[src/core/sic_pkg.sv]
// Package: register map, field layout and timing constants of the sic block
package sic_pkg;

  ////////////////////////////////////////////////////////////////////////////
  // Register byte addresses on the management path
  localparam logic [9:0] ADDR_CHIP_IDENTITY_REVISION = 10'h050;
  localparam logic [9:0] ADDR_BYTE_ORDER_PATTERN = 10'h064;
  localparam logic [9:0] ADDR_HARDWARE_CONFIGURATION = 10'h074;

  ////////////////////////////////////////////////////////////////////////////
  // Field positions
  localparam int ID_HI = 31;
  localparam int ID_LO = 16;
  localparam int REV_HI = 15;
  localparam int REV_LO = 0;
  localparam int READY_BIT = 27;
  localparam int XOVER_P2_BIT = 26;
  localparam int XOVER_P1_BIT = 25;
  localparam int HALF_W = 16;

  ////////////////////////////////////////////////////////////////////////////
  // Constant values
  localparam logic [31:0] BYTE_ORDER_PATTERN = 32'h8765_4321;
  localparam logic [31:0] BYTE_ORDER_IN_RESET = 32'h0000_0000;
  localparam logic [31:0] WORD_ZERO = 32'h0000_0000;
  // Arbitrary identity value, not tied to any real part
  localparam logic [15:0] CHIP_ID_DEFAULT = 16'hC5A1;
  // Arbitrary revision value, set per silicon revision
  localparam logic [15:0] CHIP_REV_DEFAULT = 16'h0001;

  ////////////////////////////////////////////////////////////////////////////
  // Extended management serial frame
  localparam logic [5:0] PREAMBLE_LEN = 6'h20;
  localparam logic [4:0] OPCODE_BITS = 5'h02;
  localparam logic [4:0] ADDR_BITS = 5'h05;
  localparam logic [4:0] DATA_BITS = 5'h10;
  localparam logic [4:0] SKIP_BITS = 5'h12;
  localparam logic [1:0] OP_READ = 2'h2;
  localparam logic [1:0] OP_WRITE = 2'h1;
  localparam int SYS_SEL_BIT = 4;
  localparam int HALF_SEL_BIT = 0;

  ////////////////////////////////////////////////////////////////////////////
  // Straps and pin synchroniser lanes
  localparam int STRAP_W = 2;
  localparam int P1 = 0;
  localparam int P2 = 1;
  localparam int SYNC_W = 5;
  localparam int SYNC_MDC = 0;
  localparam int SYNC_MDIO = 1;
  localparam int SYNC_EXT_RST_N = 2;
  localparam int SYNC_STRAP1 = 3;
  localparam int SYNC_STRAP2 = 4;
  localparam logic [4:0] SYNC_RESET_VAL = 5'h06;

  ////////////////////////////////////////////////////////////////////////////
  // Timing
  localparam int CLK_PERIOD_PS = 25000;
  localparam int READY_DELAY_NS = 1000;
  localparam int READY_DELAY_CYCLES =
    (READY_DELAY_NS * 1000 + CLK_PERIOD_PS - 1) / CLK_PERIOD_PS;
  localparam int READY_CNT_W = 8;

endpackage

[src/core/sic_pin_sync.sv]
// Three-stage synchroniser with agreement filter for asynchronous pins
`timescale 1ns/1ps
module sic_pin_sync #(
  parameter int W = 1,
  parameter logic [W-1:0] RESET_VAL = '0
) (
  // Clock and reset
  input wire logic clk,
  input wire logic srst,
  // Raw pins and filtered levels
  input wire logic [W-1:0] pin_async,
  output logic [W-1:0] level
);

  logic [W-1:0] stage1;
  logic [W-1:0] stage2;
  logic [W-1:0] stage3;

  ////////////////////////////////////////////////////////////////////////////
  // Stage chain; stage1 feeds only stage2
  always_ff @(posedge clk) begin
    if (srst) begin
      stage1 <= RESET_VAL;
      stage2 <= RESET_VAL;
      stage3 <= RESET_VAL;
    end else begin
      stage1 <= pin_async;
      stage2 <= stage1;
      stage3 <= stage2;
    end
  end

  // A lane changes only once stages two and three agree
  always_ff @(posedge clk) begin
    if (srst) begin
      level <= RESET_VAL;
    end else begin
      for (int i = 0; i < W; i++) begin
        if (stage2[i] == stage3[i]) begin
          level[i] <= stage3[i];
        end
      end
    end
  end

endmodule // sic_pin_sync

[src/core/sic_ready_ctrl.sv]
// Ready timer and crossover strap latch of the sic block
`timescale 1ns/1ps
module sic_ready_ctrl
  import sic_pkg::*;
(
  // Clock and reset
  input wire logic clk,
  input wire logic srst,
  input wire logic hold_reset,
  // Strap levels, already synchronised
  input wire logic [sic_pkg::STRAP_W-1:0] strap_level,
  // Configuration loader rewrite
  input wire logic eeprom_strap_we,
  input wire logic [sic_pkg::STRAP_W-1:0] eeprom_strap_data,
  // Results
  output logic device_ready,
  output logic [sic_pkg::STRAP_W-1:0] strap_latched
);

  localparam logic [READY_CNT_W-1:0] READY_LAST =
    READY_CNT_W'(READY_DELAY_CYCLES - 1);

  logic [READY_CNT_W-1:0] settle_cnt;

  ////////////////////////////////////////////////////////////////////////////
  // Settling timer; restarts on every reset source
  always_ff @(posedge clk) begin
    if (srst || hold_reset) begin
      settle_cnt <= '0;
      device_ready <= 1'b0;
    end else if (!device_ready) begin
      if (settle_cnt == READY_LAST) begin
        device_ready <= 1'b1;
      end else begin
        settle_cnt <= settle_cnt + 1'b1;
      end
    end
  end

  // Strap follows the pins during reset, freezes at release
  always_ff @(posedge clk) begin
    if (srst || hold_reset) begin
      strap_latched <= strap_level;
    end else if (eeprom_strap_we) begin
      strap_latched <= eeprom_strap_data;
    end
  end

endmodule // sic_ready_ctrl

[src/core/sic_regs.sv]
// Identity, byte-order and hardware configuration registers with serial port
//
// What this block does
// Identity upper half returns a fixed chip code; writes do nothing.
// Identity lower half returns a read-only revision set per silicon.
// Byte-order register returns the fixed 32-bit test pattern.
// Byte-order register stays readable and harmless while not ready.
// During reset the byte-order read never equals the valid pattern.
// Either 16-bit half of byte-order and configuration reads alone.
// Configuration bit 27 is a read-only ready flag, zero after reset.
// Ready flag stays clear after any reset until the device settles.
// Ready flag may raise an interrupt when its enable is set.
// Host reads only config, byte-order, reset control while not ready; the block also answers identity reads then.
// Writes before ready are invalid; host waits for the ready flag.
// Configuration register may be polled in reset; data then invalid.
// Bit 26 reports the port 2 crossover strap captured during reset.
// Bit 25 reports the port 1 crossover strap captured during reset.
// Configuration loader may rewrite latched straps; host writes cannot.
// Per-port PHY crossover control and state override the latched strap.
// Reserved bits read zero; all three registers ignore host writes.
`timescale 1ns/1ps
module sic_regs
  import sic_pkg::*;
#(
  parameter logic [15:0] CHIP_ID = sic_pkg::CHIP_ID_DEFAULT,
  parameter logic [15:0] CHIP_REV = sic_pkg::CHIP_REV_DEFAULT
) (
  // Clock and synchronous reset
  input wire logic clk,
  input wire logic srst,
  // Reset sources beyond the power-up reset
  input wire logic external_reset_pin_n,
  input wire logic digital_reset,
  // Extended management serial pins
  input wire logic mdc,
  input wire logic mdio_in,
  output logic mdio_out,
  output logic mdio_oe,
  // Crossover strap pins
  input wire logic crossover_strap_p1,
  input wire logic crossover_strap_p2,
  // Configuration loader strap rewrite
  input wire logic eeprom_strap_we,
  input wire logic [sic_pkg::STRAP_W-1:0] eeprom_strap_data,
  // PHY crossover override per port
  input wire logic [sic_pkg::STRAP_W-1:0] crossover_override_control,
  input wire logic [sic_pkg::STRAP_W-1:0] crossover_override_state,
  // Ready notification
  input wire logic ready_irq_enable,
  output logic ready_irq,
  // Status toward the rest of the chip
  output logic device_ready,
  output logic [sic_pkg::STRAP_W-1:0] crossover_enable_strap_state,
  output logic write_dropped
);

  typedef enum {
    SIC_PREAMBLE,
    SIC_START,
    SIC_OPCODE,
    SIC_PHYAD,
    SIC_REGAD,
    SIC_TURN,
    SIC_DATA,
    SIC_SKIP
  } sic_state_t;

  ////////////////////////////////////////////////////////////////////////////
  // Declarations
  logic [SYNC_W-1:0] pin_raw;
  logic [SYNC_W-1:0] pin_level;
  logic mdc_level;
  logic mdc_prev;
  logic mdc_rise;
  logic mdio_level;
  logic hold_reset;
  logic in_reset;
  logic ready_int;
  logic ready_prev;
  logic [STRAP_W-1:0] strap_latched;
  logic [STRAP_W-1:0] strap_level;
  logic [STRAP_W-1:0] next_xover;
  sic_state_t state;
  logic [5:0] pre_cnt;
  logic [4:0] bit_cnt;
  logic [1:0] opcode;
  logic [4:0] phyad;
  logic [4:0] regad;
  logic [HALF_W-1:0] shift;
  logic [9:0] byte_addr;
  logic [31:0] read_word;
  logic [HALF_W-1:0] read_half;
  logic frame_is_read;

  ////////////////////////////////////////////////////////////////////////////
  // Word byte address of a frame: four phy bits, upper four reg bits
  function automatic logic [9:0] sic_word_addr(input logic [4:0] pa,
                                               input logic [4:0] ra);
    sic_word_addr = {pa[3:0], ra[4:1], 2'h0};
  endfunction

  // Pick one 16-bit half of a word, upper half when sel is set
  function automatic logic [HALF_W-1:0] sic_half(input logic [31:0] word,
                                                 input logic sel);
    sic_half = sel ? word[31:HALF_W] : word[HALF_W-1:0];
  endfunction

  ////////////////////////////////////////////////////////////////////////////
  // Pin synchronisers: all asynchronous pins share one bank
  always_comb begin
    pin_raw = '0;
    pin_raw[SYNC_MDC] = mdc;
    pin_raw[SYNC_MDIO] = mdio_in;
    pin_raw[SYNC_EXT_RST_N] = external_reset_pin_n;
    pin_raw[SYNC_STRAP1] = crossover_strap_p1;
    pin_raw[SYNC_STRAP2] = crossover_strap_p2;
  end

  sic_pin_sync #(
    .W(SYNC_W),
    .RESET_VAL(SYNC_RESET_VAL)
  ) u_pin_sync (
    .clk(clk),
    .srst(srst),
    .pin_async(pin_raw),
    .level(pin_level)
  );

  // Filtered pin levels
  assign mdc_level = pin_level[SYNC_MDC];
  assign mdio_level = pin_level[SYNC_MDIO];
  assign strap_level[P1] = pin_level[SYNC_STRAP1];
  assign strap_level[P2] = pin_level[SYNC_STRAP2];

  ////////////////////////////////////////////////////////////////////////////
  // Reset sources: pin reset and digital reset hold the core
  assign hold_reset = !pin_level[SYNC_EXT_RST_N] || digital_reset;

  // Registered reset state; the serial engine itself keeps running so
  // the host can poll during reset without any side effect
  always_ff @(posedge clk) begin
    if (srst) begin
      in_reset <= 1'b1;
    end else begin
      in_reset <= hold_reset;
    end
  end

  ////////////////////////////////////////////////////////////////////////////
  // Ready timer and strap latch
  sic_ready_ctrl u_ready_ctrl (
    .clk(clk),
    .srst(srst),
    .hold_reset(hold_reset),
    .strap_level(strap_level),
    .eeprom_strap_we(eeprom_strap_we),
    .eeprom_strap_data(eeprom_strap_data),
    .device_ready(ready_int),
    .strap_latched(strap_latched)
  );

  ////////////////////////////////////////////////////////////////////////////
  // Ready flag output and its one-shot notification
  always_ff @(posedge clk) begin
    if (srst) begin
      device_ready <= 1'b0;
      ready_prev <= 1'b0;
      ready_irq <= 1'b0;
    end else begin
      device_ready <= ready_int;
      ready_prev <= ready_int;
      // Pulse on the rising flag only; a late enable does not replay it
      ready_irq <= ready_irq_enable && ready_int && !ready_prev;
    end
  end

  ////////////////////////////////////////////////////////////////////////////
  // Crossover enable per port: PHY override beats the latched strap
  always_comb begin
    for (int p = 0; p < STRAP_W; p++) begin
      next_xover[p] = crossover_override_control[p] ?
                      crossover_override_state[p] :
                      strap_latched[p];
    end
  end

  // Registered so the field and the PHY see the same value
  always_ff @(posedge clk) begin
    if (srst) begin
      crossover_enable_strap_state <= '0;
    end else begin
      crossover_enable_strap_state <= next_xover;
    end
  end

  ////////////////////////////////////////////////////////////////////////////
  // Register read decode
  always_comb begin
    read_word = WORD_ZERO;
    case (byte_addr)
      ADDR_CHIP_IDENTITY_REVISION: begin
        read_word[ID_HI:ID_LO] = CHIP_ID;
        read_word[REV_HI:REV_LO] = CHIP_REV;
      end
      ADDR_BYTE_ORDER_PATTERN: begin
        // Invalid but never the real pattern while held in reset
        read_word = in_reset ? BYTE_ORDER_IN_RESET :
                    BYTE_ORDER_PATTERN;
      end
      ADDR_HARDWARE_CONFIGURATION: begin
        if (!in_reset) begin
          read_word[READY_BIT] = device_ready;
          read_word[XOVER_P2_BIT] =
            crossover_enable_strap_state[P2];
          read_word[XOVER_P1_BIT] =
            crossover_enable_strap_state[P1];
        end
      end
      default: begin
        read_word = WORD_ZERO;
      end
    endcase
  end

  // Each half stands alone; no latching of the other half
  assign byte_addr = sic_word_addr(phyad, regad);
  assign read_half = sic_half(read_word, regad[HALF_SEL_BIT]);
  assign frame_is_read = (opcode == OP_READ) && phyad[SYS_SEL_BIT];

  ////////////////////////////////////////////////////////////////////////////
  // Clock edge detect on the filtered serial clock
  always_ff @(posedge clk) begin
    if (srst) begin
      mdc_prev <= 1'b0;
    end else begin
      mdc_prev <= mdc_level;
    end
  end

  assign mdc_rise = mdc_level && !mdc_prev;

  ////////////////////////////////////////////////////////////////////////////
  // Serial frame engine; bits sampled on the rising serial clock
  always_ff @(posedge clk) begin
    if (srst) begin
      state <= SIC_PREAMBLE;
      pre_cnt <= '0;
      bit_cnt <= '0;
      opcode <= '0;
      phyad <= '0;
      regad <= '0;
    end else if (mdc_rise) begin
      case (state)
        SIC_PREAMBLE: begin
          if (mdio_level) begin
            // Saturate so long idle runs stay valid preamble
            if (pre_cnt != PREAMBLE_LEN) begin
              pre_cnt <= pre_cnt + 1'b1;
            end
          end else if (pre_cnt == PREAMBLE_LEN) begin
            state <= SIC_START;
          end else begin
            pre_cnt <= '0;
          end
        end
        SIC_START: begin
          pre_cnt <= '0;
          bit_cnt <= '0;
          state <= mdio_level ? SIC_OPCODE : SIC_PREAMBLE;
        end
        SIC_OPCODE: begin
          opcode <= {opcode[0], mdio_level};
          if (bit_cnt == OPCODE_BITS - 1'b1) begin
            bit_cnt <= '0;
            state <= SIC_PHYAD;
          end else begin
            bit_cnt <= bit_cnt + 1'b1;
          end
        end
        SIC_PHYAD: begin
          phyad <= {phyad[3:0], mdio_level};
          if (bit_cnt == ADDR_BITS - 1'b1) begin
            bit_cnt <= '0;
            state <= SIC_REGAD;
          end else begin
            bit_cnt <= bit_cnt + 1'b1;
          end
        end
        SIC_REGAD: begin
          regad <= {regad[3:0], mdio_level};
          bit_cnt <= '0;
          if (bit_cnt == ADDR_BITS - 1'b1) begin
            // Decide from the completed address on the next edge
            state <= SIC_TURN;
          end else begin
            bit_cnt <= bit_cnt + 1'b1;
          end
        end
        SIC_TURN: begin
          // Host releases the line here; only system reads answer
          bit_cnt <= '0;
          state <= frame_is_read ? SIC_DATA : SIC_SKIP;
        end
        SIC_DATA: begin
          if (bit_cnt == DATA_BITS) begin
            bit_cnt <= '0;
            state <= SIC_PREAMBLE;
          end else begin
            bit_cnt <= bit_cnt + 1'b1;
          end
        end
        SIC_SKIP: begin
          // Rest of a write or a foreign frame: just count it out
          if (bit_cnt == SKIP_BITS - 1'b1 - 1'b1) begin
            bit_cnt <= '0;
            state <= SIC_PREAMBLE;
          end else begin
            bit_cnt <= bit_cnt + 1'b1;
          end
        end
        default: begin
          state <= SIC_PREAMBLE;
        end
      endcase
    end
  end

  ////////////////////////////////////////////////////////////////////////////
  // Data line drive: zero turnaround bit, then sixteen bits MSB first
  always_ff @(posedge clk) begin
    if (srst) begin
      mdio_oe <= 1'b0;
      mdio_out <= 1'b1;
      shift <= '0;
    end else if (mdc_rise) begin
      case (state)
        SIC_TURN: begin
          if (frame_is_read) begin
            mdio_oe <= 1'b1;
            mdio_out <= 1'b0;
            shift <= read_half;
          end
        end
        SIC_DATA: begin
          if (bit_cnt == DATA_BITS) begin
            mdio_oe <= 1'b0;
            mdio_out <= 1'b1;
          end else begin
            mdio_out <= shift[HALF_W-1];
            shift <= {shift[HALF_W-2:0], 1'b0};
          end
        end
        default: begin
          mdio_oe <= 1'b0;
          mdio_out <= 1'b1;
        end
      endcase
    end
  end

  ////////////////////////////////////////////////////////////////////////////
  // Host writes to this bank never change state; flag them for the chip.
  // Writes before ready are invalid anyway, so no gating is needed here.
  always_ff @(posedge clk) begin
    if (srst) begin
      write_dropped <= 1'b0;
    end else begin
      write_dropped <= mdc_rise && (state == SIC_TURN) &&
                       (opcode == OP_WRITE) &&
                       phyad[SYS_SEL_BIT];
    end
  end

endmodule // sic_regs

[config.mk]
export PLATFORM = sky130hd
export DESIGN_NAME = sic_regs
export DESIGN_NICKNAME = d
export VERILOG_FILES = /design/src/core/sic_pkg.sv /design/src/core/sic_pin_sync.sv /design/src/core/sic_ready_ctrl.sv /design/src/core/sic_regs.sv
export SDC_FILE = /design/constraint.sdc
export NUM_CORES = 1
export LEC_CHECK = 0
export BUFFER_PORTS_ARGS = -buffer_cell sky130_fd_sc_hd__buf_4
export CORE_MARGIN = 2
export CORE_UTILIZATION = 60
export CTS_CLUSTER_DIAMETER = 30
export DETAILED_ROUTE_END_ITERATION = 8
export GPL_TIMING_DRIVEN = 0
export PLACE_DENSITY = 0.79
export SLEW_MARGIN = 30
export SYNTH_ARGS = -nofsm -noshare
export SYNTH_HDL_FRONTEND = slang
export SYNTH_HIERARCHICAL = 1
export SYNTH_SLANG_ARGS = --single-unit
[constraint.sdc]
create_clock -name clk -period 2.19 [get_ports clk]
set_clock_uncertainty 0.15 [all_clocks]
set_input_delay 0.438 -clock clk [delete_from_list [all_inputs] [get_ports clk]]
set_output_delay 0.438 -clock clk [all_outputs]
set_load 0.05 [all_outputs]
==> summary.md, run 1 <==
| Metric | Value |
|---|---|
| Crit path capture type | flop |
| Synth Area in XOR/XNOR | 2.21% |
| Root buf cell | clkbuf_8 |
| Overall Global Routing Usage | 21.8% |
| Detailed placer's ending HPWL | 4.73 mm |
| Synth warnings | 6 |
| Top Ports | 23 |
| Hold_buf cts | 0 |
| Slew at the pin with the worst max-slew slack | 580 ps |
| Die area | 6580 µm² |
| GRT overflow | 0 |
| RSZ-0062 raised after global routing | false |
| Detailed Route WL | 6.68 mm |
| Final setup violation count | 0 |
| Reg-to-Reg End | shift[14]$_SDFFE_PP0P_ |
| R2R depth | 8 |
| TritonRoute pass-1 iters | 4 |
| Pre-CTS setup slack | -50.3 ps |
| Main combinational cell family by area after synthesis | simple AND/OR/NAND/NOR gates |
| Vias per Instance | 5.49 |
| Top_reg_cell synth | dfxtp_1 |
| Sink Count | 82 |
| H-tree depth | 3 |
| Simple-gate share of the synthesized area | 26.5% |
| Slew HR | 61.3% |
| WHS Path Cells | 2 |
| DRC | 0 |
| Most frequent cells in the layout | 79 x dfxtp_1, 49 x nor2_1, 31 x nand2_1, 23 x buf_4, 22 x a21oi_1 |
| Cell area power density | 656 nW/µm² |
| Worst path bufs/invs | 2 |
| Max-cap violations | 0 |
| Non-Filler Instances | 497 |
| Clock buffer count from CTS | 9 |
| R2r startpoint | bit_cnt[1]$_SDFFE_PP0P_ |
| CP arrival | 2120 ps |
| Netlist cell types | 63 |
| Row Count | 28 |
| HP Start | external_reset_pin_n |
| Slowest library cell on the worst path | dfxtp_1 |
| Commonest non-fill, non-tap cell in the layout | dfxtp_1 |
| Avg WL per Cell | 13.4 µm |
| Delay of the slowest critical-path stage | 380 ps |
| Die Y | 81.1 µm |
| Fin. max-slew vios | 0 |
| Syn nets | 407 |
| Final hold violations | 0 |
| Max Root-Sink Buffers | 2 |
| Avg Inst Size Synth | 9.29 µm² |
| CTS tree | yes |
| Post-Place Cells | 481 |
| Vias | 2729 |
| Required time worst endpoint | 2260 ps |
| Final period util | 93.5% |
| Maximum fanout along the worst path | 10 |
| Hold path endpoint | u_pin_sync/stage1[2]$_SDFF_PP1_ |
| Nets | 440 |
| PostCTS Resize Cnt | 0 |
| Post-Synth Adder-Cell Area | 2.46% |
| Hold slack | 110 ps |
| IO Port Bufs | 22 |
| Crit start category | flop |
| First-pass GRT wire length | 11.0 mm |
| ANT nets after route | 0 |
| Critical path's top delay family | simple AND/OR/NAND/NOR gates |
| Register area share after synthesis | 46.6% |
| Register bit total from synthesis | 82 |
| Final worst setup slack | 141 ps |
| Peak supply drop | 557 µV |
| Async SR Flop Fraction | 0% |
| Core area | 5820 µm² |
| Clock Latency Late Sink | 360 ps |
| Crit Path Category | flop to flop |
| Compound-gate portion of the synthesized area | 13.2% |
| Crit path time final | 2050 ps |
| Layout area overhead | 12.6% |
| P_leak | 1.51 nW |
| Clk slew on worst S/H paths | 90 ps |
| # Post-CTS Setup Buffers | 0 |
| HP Class | input pin to flop |
| Outcome | finished clean |
| Critical Path Stages | 8 |
| Ratio of cells with drive above 1 in the final layout | 17.1% |
| Initial core utilization | 61.3% |
| Synth Instances | 384 |
| Largest net degree at the start of global routing | 17 |
| Initial antenna violation count | 0 |
| Ant diodes | 0 |
| Iter 0 DRT Violations | 98 |
| Worst R2R Setup Slack | 140 ps |
| GP Congestion | 0.785 |
| Mapped Area | 3570 µm² |
| FMAX | 0.488 GHz |
| Multiplexer share of the synthesized area | 5.05% |
| Critical path, cell by cell | inv_1 -> ha_1 -> and4bb_2 -> nor2b_1 -> o21ai_2 -> buf_2 -> a221oi_1 -> nor3_2 |
| Post-synth EDFFs | 2 |
| Chip Width | 81.1 µm |
| Vias in the first global route | 2507 |
-- metal layers --
layer	routed length, µm	track usage [%]
met1	3190	27.6
met3	254	6.67
met4	91	7.46
met5	0	0
met2	3140	35.5
-- state kept, by name, indices dropped and copies added, names as in the netlist, 2 cells and up --
register                      cells
phyad                             5
u_pin_sync/stage3                 5
u_pin_sync/stage1                 5
bit_cnt                           5
u_ready_ctrl/strap_latched        2
state                             3
shift                            16
u_ready_ctrl/settle_cnt           8
u_pin_sync/level                  5
regad                             5
opcode                            2
u_pin_sync/stage2                 5
crossover_enable_strap_state      2
pre_cnt                           6
-- synthesized netlist by cell type, types with 3 or more instances --
cell | n | area share (%)
nand3b_1 | 4 | 0.84
nand4_1 | 7 | 1.2
inv_1 | 8 | 0.84
clkbuf_1 | 8 | 0.84
and3b_1 | 4 | 0.98
or2_1 | 7 | 1.2
nand2b_1 | 9 | 1.6
nor2b_1 | 15 | 2.6
nor3_1 | 3 | 0.42
buf_6 | 5 | 1.6
nand3_1 | 11 | 1.5
xor2_1 | 7 | 1.7
ha_1 | 7 | 2.5
or2_2 | 3 | 0.53
o21ai_0 | 13 | 1.8
mux2i_1 | 18 | 5.1
nand2_1 | 31 | 3.3
a211oi_1 | 9 | 1.9
a21oi_1 | 22 | 3.1
nor2_1 | 49 | 5.2
or3_1 | 7 | 1.2
and4bb_2 | 3 | 1.1
buf_2 | 3 | 0.42
dfxtp_1 | 80 | 45
nor3_2 | 6 | 1.7
-- metrics by stage --
| stage | setup TNS (ps) | utilization [%] | total power [mW] | cell area (µm²) |
|---|---|---|---|---|
| after floorplan | 0 | - | 1.61 | 3570 |
| after global placement | -800 | 65.8 | 1.65 | 3820 |
| after detailed placement | -371 | 65.8 | 1.65 | 3820 |
| after CTS | 0 | 68.9 | 2.67 | 4010 |
| after global routing | 0 | 69.0 | 2.74 | 4010 |
| final | 0 | 69.0 | 2.63 | 4010 |
-- worst max path at each step --
stage | start | endpoint | slack, ps
3_5_place_dp | srst | phyad[3]$_SDFFE_PP0P_ | -50
3_3_place_gp | srst | phyad[3]$_SDFFE_PP0P_ | -100
5_1_grt | bit_cnt[1]$_SDFFE_PP0P_ | shift[14]$_SDFFE_PP0P_ | 30
2_1_floorplan | bit_cnt[0]$_SDFFE_PP0P_ | shift[14]$_SDFFE_PP0P_ | 320
4_1_cts | bit_cnt[0]$_SDFFE_PP0P_ | shift[8]$_SDFFE_PP0P_ | 40
6_report | bit_cnt[1]$_SDFFE_PP0P_ | shift[14]$_SDFFE_PP0P_ | 140
-- where the power goes --
group | total (mW) | switching [mW] | internal [mW]
clock | 1.01 | 0.586 | 0.429
combinational | 0.0947 | 0.0523 | 0.0424
sequential | 1.52 | 0.00941 | 1.51
total | 2.63 | 0.647 | 1.99
-- worst reg2reg max path, delay by kind of cell (launching register included) --
family | cells | cell delay [ps]
buffers and inverters | 2 | 280
adder cells (fa/ha/maj) | 1 | 190
AND/OR/NAND/NOR | 3 | 540
AO/OA/AOI/OAI | 2 | 370
flip-flops | 1 | 380
-- final cells by class --
cell class / count / area [µm²]
Fill cell: 470 / 1800
Inverter: 8 / 30.0
Sequential cell: 82 / 1660
Buffer: 18 / 113
Clock buffer: 9 / 124
Timing Repair Buffer: 22 / 165
Tap cell: 75 / 93.8
Multi-Input combinational cell: 276 / 1770
Clock inverter: 7 / 58.8
-- kinds of logic after synthesis --
logic type | after synthesis
buffers and inverters | 26
and+or+nand+nor | 172
xor gates and xnor gates | 9
AOI/OAI and AO/OA | 70
muxes | 18
DFF | 82
adders and majority gates | 7
No activity file was read; power rests on OpenSTA's default activity.
==> run 2, diff against run 1 <==
--- a/config.mk
+++ b/config.mk
@@ -6,7 +6,6 @@
 export NUM_CORES = 1
 export LEC_CHECK = 0
 export BUFFER_PORTS_ARGS = -buffer_cell sky130_fd_sc_hd__buf_4
-export CORE_MARGIN = 2
 export CORE_UTILIZATION = 60
 export CTS_CLUSTER_DIAMETER = 30
 export DETAILED_ROUTE_END_ITERATION = 8
==> run 2 against run 1 <==
Effect of this change: clock power about the same; via count rose by 1.6%; fmax barely moved; die area decreased by 4.9%; cell area shrank 0.25%; hold slack hardly changed; largest power group unchanged.
==> summary.md, run 2 (synthesized netlist as in run 1, its figures left out) <==
| Metric | Value |
|---|---|
| First-pass GRT wire length | 11.7 mm |
| Worst Setup EP | shift[8]$_SDFFE_PP0P_ |
| TritonRoute pass-1 iters | 4 |
| CP Launch Point | bit_cnt[0]$_SDFFE_PP0P_ |
| Maximum fanout along the worst path | 10 |
| Crit path time final | 2050 ps |
| Filler cell count | 458 |
| Max-cap violations | 0 |
| Hold slack | 110 ps |
| Final instance area | 4000 µm² |
| Die Y | 79.1 µm |
| Biggest regs | shift x16, u_ready_ctrl/settle_cnt x8, pre_cnt x6 |
| Avg WL per Cell | 13.7 µm |
| Chip Width | 79.1 µm |
| HP Class | input pin to flop |
| GP Congestion | 0.823 |
| Core area | 5610 µm² |
| Post-Place Cells | 478 |
| ANT nets after route | 0 |
| Vias per Instance | 5.61 |
| Detailed Route WL | 6.79 mm |
| Root buf cell | clkbuf_8 |
| Final TNS setup | 0 ps |
| Row Count | 27 |
| Final period util | 93.5% |
| IO Port Bufs | 22 |
| Non-Filler Instances | 494 |
| Cell area power density | 654 nW/µm² |
| Initial core utilization | 63.6% |
| R2r startpoint | bit_cnt[0]$_SDFFE_PP0P_ |
| Fin util | 71.4% |
| Outcome | finished clean |
| DRC | 0 |
| Most frequent cells in the layout | 80 x dfxtp_1, 49 x nor2_1, 31 x nand2_1, 23 x buf_4, 22 x a21oi_1 |
| Critical Path Stages | 8 |
| Slew HR | 60.5% |
| Vias in the first global route | 2726 |
| Top Ports | 23 |
| Max Root-Sink Buffers | 2 |
| Ratio of cells with drive above 1 in the final layout | 16.8% |
| Crit start category | flop |
| CP arrival | 2110 ps |
| Layout area overhead | 12.3% |
| Vias | 2773 |
| GRT overflow | 0 |
| Worst R2R Setup Slack | 140 ps |
| Crit path capture type | flop |
| Die area | 6260 µm² |
| Slew at the pin with the worst max-slew slack | 587 ps |
| Placed cell area | 3820 µm² |
| Clk slew on worst S/H paths | 80 ps |
| Fin. max-slew vios | 0 |
| Critical path, cell by cell | inv_1 -> ha_1 -> and4bb_2 -> nor2b_2 -> o21ai_2 -> buf_2 -> a211oi_1 -> nor3_2 |
| Sink Count | 82 |
| Hold_buf cts | 0 |
| Delay of the slowest critical-path stage | 430 ps |
| R2R depth | 8 |
| Clock buffer count from CTS | 9 |
| FMAX | 0.488 GHz |
| Iter 0 DRT Violations | 179 |
| Reg-to-Reg End | shift[8]$_SDFFE_PP0P_ |
| Overall Global Routing Usage | 23.9% |
| P_leak | 1.51 nW |
| Worst path bufs/invs | 2 |
| Crit Path Category | flop to flop |
| Commonest non-fill, non-tap cell in the layout | dfxtp_1 |
| H-tree depth | 3 |
| Initial antenna violation count | 0 |
| Register with the most flip-flops | shift |
| Detailed placer's ending HPWL | 4.72 mm |
| Nets | 440 |
| Final setup violation count | 0 |
| Max reg flops | 16 |
| Peak supply drop | 741 µV |
| Final hold violations | 0 |
| Ant diodes | 0 |
| RSZ-0062 raised after global routing | false |
| Clock Latency Late Sink | 350 ps |
| CTS tree | yes |
| Largest net degree at the start of global routing | 16 |
| Slowest library cell on the worst path | dfxtp_1 |
| Critical path's top delay family | simple AND/OR/NAND/NOR gates |
| Required time worst endpoint | 2260 ps |
[run 2: changes by cell type in the layout (fill, tap and decap cells not counted), sizes merged]
cell	previous run	this run
clkinvlp	2	0
clkbuf	17	18
clkinv	1	2
[run 2: worst register-to-register path, cell delays in order, from the launching register on]
cell      delay, ps
dfxtp_1         430
inv_1            70
ha_1            200
and4bb_2        250
nor2b_2         160
o21ai_2          80
buf_2           200
a211oi_1        290
nor3_2           80
[run 2: cell type report]
| class | count | area [µm²] | area share (%) |
|---|---|---|---|
| buffer | 18 | 113 | 2.81 |
| clock buffer | 10 | 128 | 3.19 |
| clock inverter | 6 | 47.5 | 1.19 |
| inverter | 8 | 30.0 | 0.750 |
| multi-input combinational | 276 | 1770 | 44.2 |
| sequential | 82 | 1660 | 41.5 |
| tap | 72 | 90.1 | 2.25 |
| timing repair buffer | 22 | 165 | 4.12 |
[run 2: report_power, final]
| group | switching (mW) | internal [mW] |
|---|---|---|
| clock | 0.571 | 0.429 |
| sequential | 0.00946 | 1.51 |
| combinational | 0.0530 | 0.0425 |
| total | 0.633 | 1.99 |
[run 2: metal layers]
metal,GRT usage (%),share of wire (%)
met1,28.5,45
met2,41.5,49
met3,6.78,4.1
met4,6.91,1.6
met5,0,0
[run 2: worst min path at each step]
stage	from	endpoint	slack, ps	cells past startpoint
finish	external_reset_pin_n	u_pin_sync/stage1[2]$_SDFF_PP1_	110	2
detailed placement	u_pin_sync/stage1[2]$_SDFF_PP1_	u_pin_sync/stage2[2]$_SDFF_PP1_	250	1
CTS	external_reset_pin_n	u_pin_sync/stage1[2]$_SDFF_PP1_	100	2
global route	external_reset_pin_n	u_pin_sync/stage1[2]$_SDFF_PP1_	90	2
global placement	u_pin_sync/stage1[1]$_SDFF_PP1_	u_pin_sync/stage2[1]$_SDFF_PP1_	240	1
floorplan	u_pin_sync/stage1[1]$_SDFF_PP1_	u_pin_sync/stage2[1]$_SDFF_PP1_	230	1
[run 2: what timing repair did]
action / 4_1_cts / 5_1_grt
hold endpoints to repair: 0 / 0
gates resized for setup: 0 / 2
endpoints found under the setup margin: 0 / 4
buffers inserted: 0 / 0
[run 2: metrics by stage]
step	setup slack (ps)	total power, mW
floorplan	315	1.61
global placement	-54.9	1.65
detailed placement	-120	1.65
CTS	66.6	2.65
global route	7.05	2.72
finish	143	2.62
==> run 3, diff against run 2 <==
--- a/config.mk
+++ b/config.mk
@@ -6,11 +6,10 @@
 export NUM_CORES = 1
 export LEC_CHECK = 0
 export BUFFER_PORTS_ARGS = -buffer_cell sky130_fd_sc_hd__buf_4
-export CORE_UTILIZATION = 60
+export CORE_UTILIZATION = 54
 export CTS_CLUSTER_DIAMETER = 30
 export DETAILED_ROUTE_END_ITERATION = 8
-export GPL_TIMING_DRIVEN = 0
-export PLACE_DENSITY = 0.79
+export PLACE_DENSITY = 0.75
 export SLEW_MARGIN = 30
 export SYNTH_ARGS = -nofsm -noshare
 export SYNTH_HDL_FRONTEND = slang
==> constraint.sdc (replaced) <==
create_clock -name clk -period 1.7 [get_ports clk]
set_clock_uncertainty 0.15 [all_clocks]
set_input_delay 0.34 -clock clk [delete_from_list [all_inputs] [get_ports clk]]
set_output_delay 0.34 -clock clk [all_outputs]
set_load 0.05 [all_outputs]
==> run 3 against run 2 <==
Effect of this change: the flow now finishes with violations (setup timing); die area increased by 11%; routed wire length is 11% higher; first-iteration DRC count fell by 61%; non-clock buffer count grew 27; via count up 5.2%; critical path type unchanged; largest cell class unchanged.
==> summary.md, run 3 (synthesized netlist as in run 1, its figures left out) <==
| Metric | Value |
|---|---|
| Maximum fanout along the worst path | 5 |
| Crit path time final | 1780 ps |
| RSZ-0062 raised after global routing | true |
| Placed cell area | 4100 µm² |
| Layout area overhead | 30.7% |
| ANT nets after route | 0 |
| Peak supply drop | 700 µV |
| Final worst setup slack | -77.9 ps |
| Power Total | 3.72 mW |
| Avg WL per Cell | 14.4 µm |
| Overall Global Routing Usage | 22.1% |
| Clk slew on worst S/H paths | 80 ps |
| Outcome | finished, violations left |
| Top Ports | 23 |
| Slew at the pin with the worst max-slew slack | 405 ps |
| Ant diodes | 0 |
| Vias per Instance | 5.54 |
| Cell area power density | 797 nW/µm² |
| Crit start category | flop |
| DRC | 0 |
| Die Y | 83.3 µm |
| H-tree depth | 3 |
| Hold slack | 33.7 ps |
| Chip Width | 83.3 µm |
| Detailed placer's ending HPWL | 5.01 mm |
| Row Count | 29 |
| GRT overflow | 0 |
| Final instance area | 4660 µm² |
| IO Port Bufs | 22 |
| Failing checks | setup timing |
| P_leak | 1.78 nW |
| Crit Path Category | flop to flop |
| Root buf cell | clkbuf_8 |
| Nets | 467 |
| Final setup violation count | 16 |
| Max reg flops | 16 |
| Pre-CTS setup slack | -167 ps |
| Max Root-Sink Buffers | 2 |
| HP Class | input pin to flop |
| Die area | 6930 µm² |
| Fin. max-slew vios | 0 |
| Final hold violations | 0 |
| Detailed Route WL | 7.57 mm |
| Max-cap violations | 0 |
| Crit path capture type | flop |
| Iter 0 DRT Violations | 70 |
| Most frequent cells in the layout | 74 x dfxtp_1, 58 x buf_4, 42 x nor2_1, 29 x nand2_1, 18 x mux2i_1 |
| Slew HR | 72.9% |
| Register with the most flip-flops | shift |
| Core area | 6350 µm² |
| Vias in the first global route | 2798 |
| Commonest non-fill, non-tap cell in the layout | dfxtp_1 |
| Largest net degree at the start of global routing | 35 |
| GP Congestion | 0.829 |
| FMAX | 0.562 GHz |
| Required time worst endpoint | 1810 ps |
| Clock Latency Late Sink | 360 ps |
| Clock buffer count from CTS | 9 |
| Initial core utilization | 56.2% |
| Final period util | 105% |
| Initial antenna violation count | 0 |
| CTS tree | yes |
| Biggest regs | shift x16, u_ready_ctrl/settle_cnt x8, pre_cnt x6 |
| Sink Count | 82 |
| Vias | 2916 |
| Fin util | 73.4% |
| TritonRoute pass-1 iters | 4 |
| First-pass GRT wire length | 12.3 mm |
| CP arrival | 1890 ps |
| Ratio of cells with drive above 1 in the final layout | 34.3% |
[run 3: changes by cell type in the layout (fill, tap and decap cells not counted), moves of 6 or more]
cell	before	now
dfxtp_2	0	6
buf_4	23	58
dfxtp_1	80	74
a21oi_2	1	8
clkbuf_1	9	0
nor2_1	49	42
a21oi_1	22	15
a211oi_1	8	2
[run 3: cell type report]
cell class,instances,area (µm²)
Clock buffer,10,138
Sequential cell,82,1670
Inverter,8,30.0
Tap cell,77,96.3
Multi-Input combinational cell,276,2060
Clock inverter,6,92.6
Fill cell,458,1690
Timing Repair Buffer,67,576
[run 3: per-layer routing]
metal	vias to the layer above	global-route usage, %	wire length (µm)
li1	1468	-	-
met1	1394	25.8	3300
met2	39	38.0	3920
met3	15	5.77	234
met4	0	9.56	112
met5	-	0	0
[run 3: critical path, stage by stage (launching register included)]
cell      delay, ps
dfxtp_2         350
inv_2            60
ha_4            150
and4bb_2        250
nor2b_4         170
o21a_4          200
buf_4           120
nor2_1           40
a211oi_1        200
[run 3: report_power, final]
part           internal (mW)  switching, mW  leakage [nW]  total, mW
registers               1.95         0.0119         0.674       1.96
logic                 0.0588         0.0665         0.988      0.125
clock network          0.884          0.744         0.118       1.63
total                   2.89          0.822          1.78       3.72
[run 3: final timing paths]
kind / startpoint / endpoint / slack [ps] / cells past startpoint
worst max-delay path: bit_cnt[1]$_SDFFE_PP0P_ / shift[15]$_SDFFE_PP0P_ / -80 / 8
worst max register to register: bit_cnt[1]$_SDFFE_PP0P_ / shift[15]$_SDFFE_PP0P_ / -80 / 8
worst min register to register: u_pin_sync/stage1[2]$_SDFF_PP1_ / u_pin_sync/stage2[2]$_SDFF_PP1_ / 260 / 1
worst min-delay path: mdio_in / u_pin_sync/stage1[1]$_SDFF_PP1_ / 30 / 2
[run 3: through the flow]
stage | TNS (ps) | instances
floorplan | -7.89 | 384
global placement | -445 | 506
detailed placement | -1590 | 506
CTS | -64.7 | 525
global route | -1930 | 526
finish | -374 | 526
[run 3: repair_timing]
item                                    4_1_cts  5_1_grt
pin swaps                                    12       11
endpoints found under the setup margin       23       36
resized for setup                            19       42
buffers inserted                              2        0
endpoints found under the hold margin         1        0
hold buffers                                  1        0
gates cloned                                  0        1
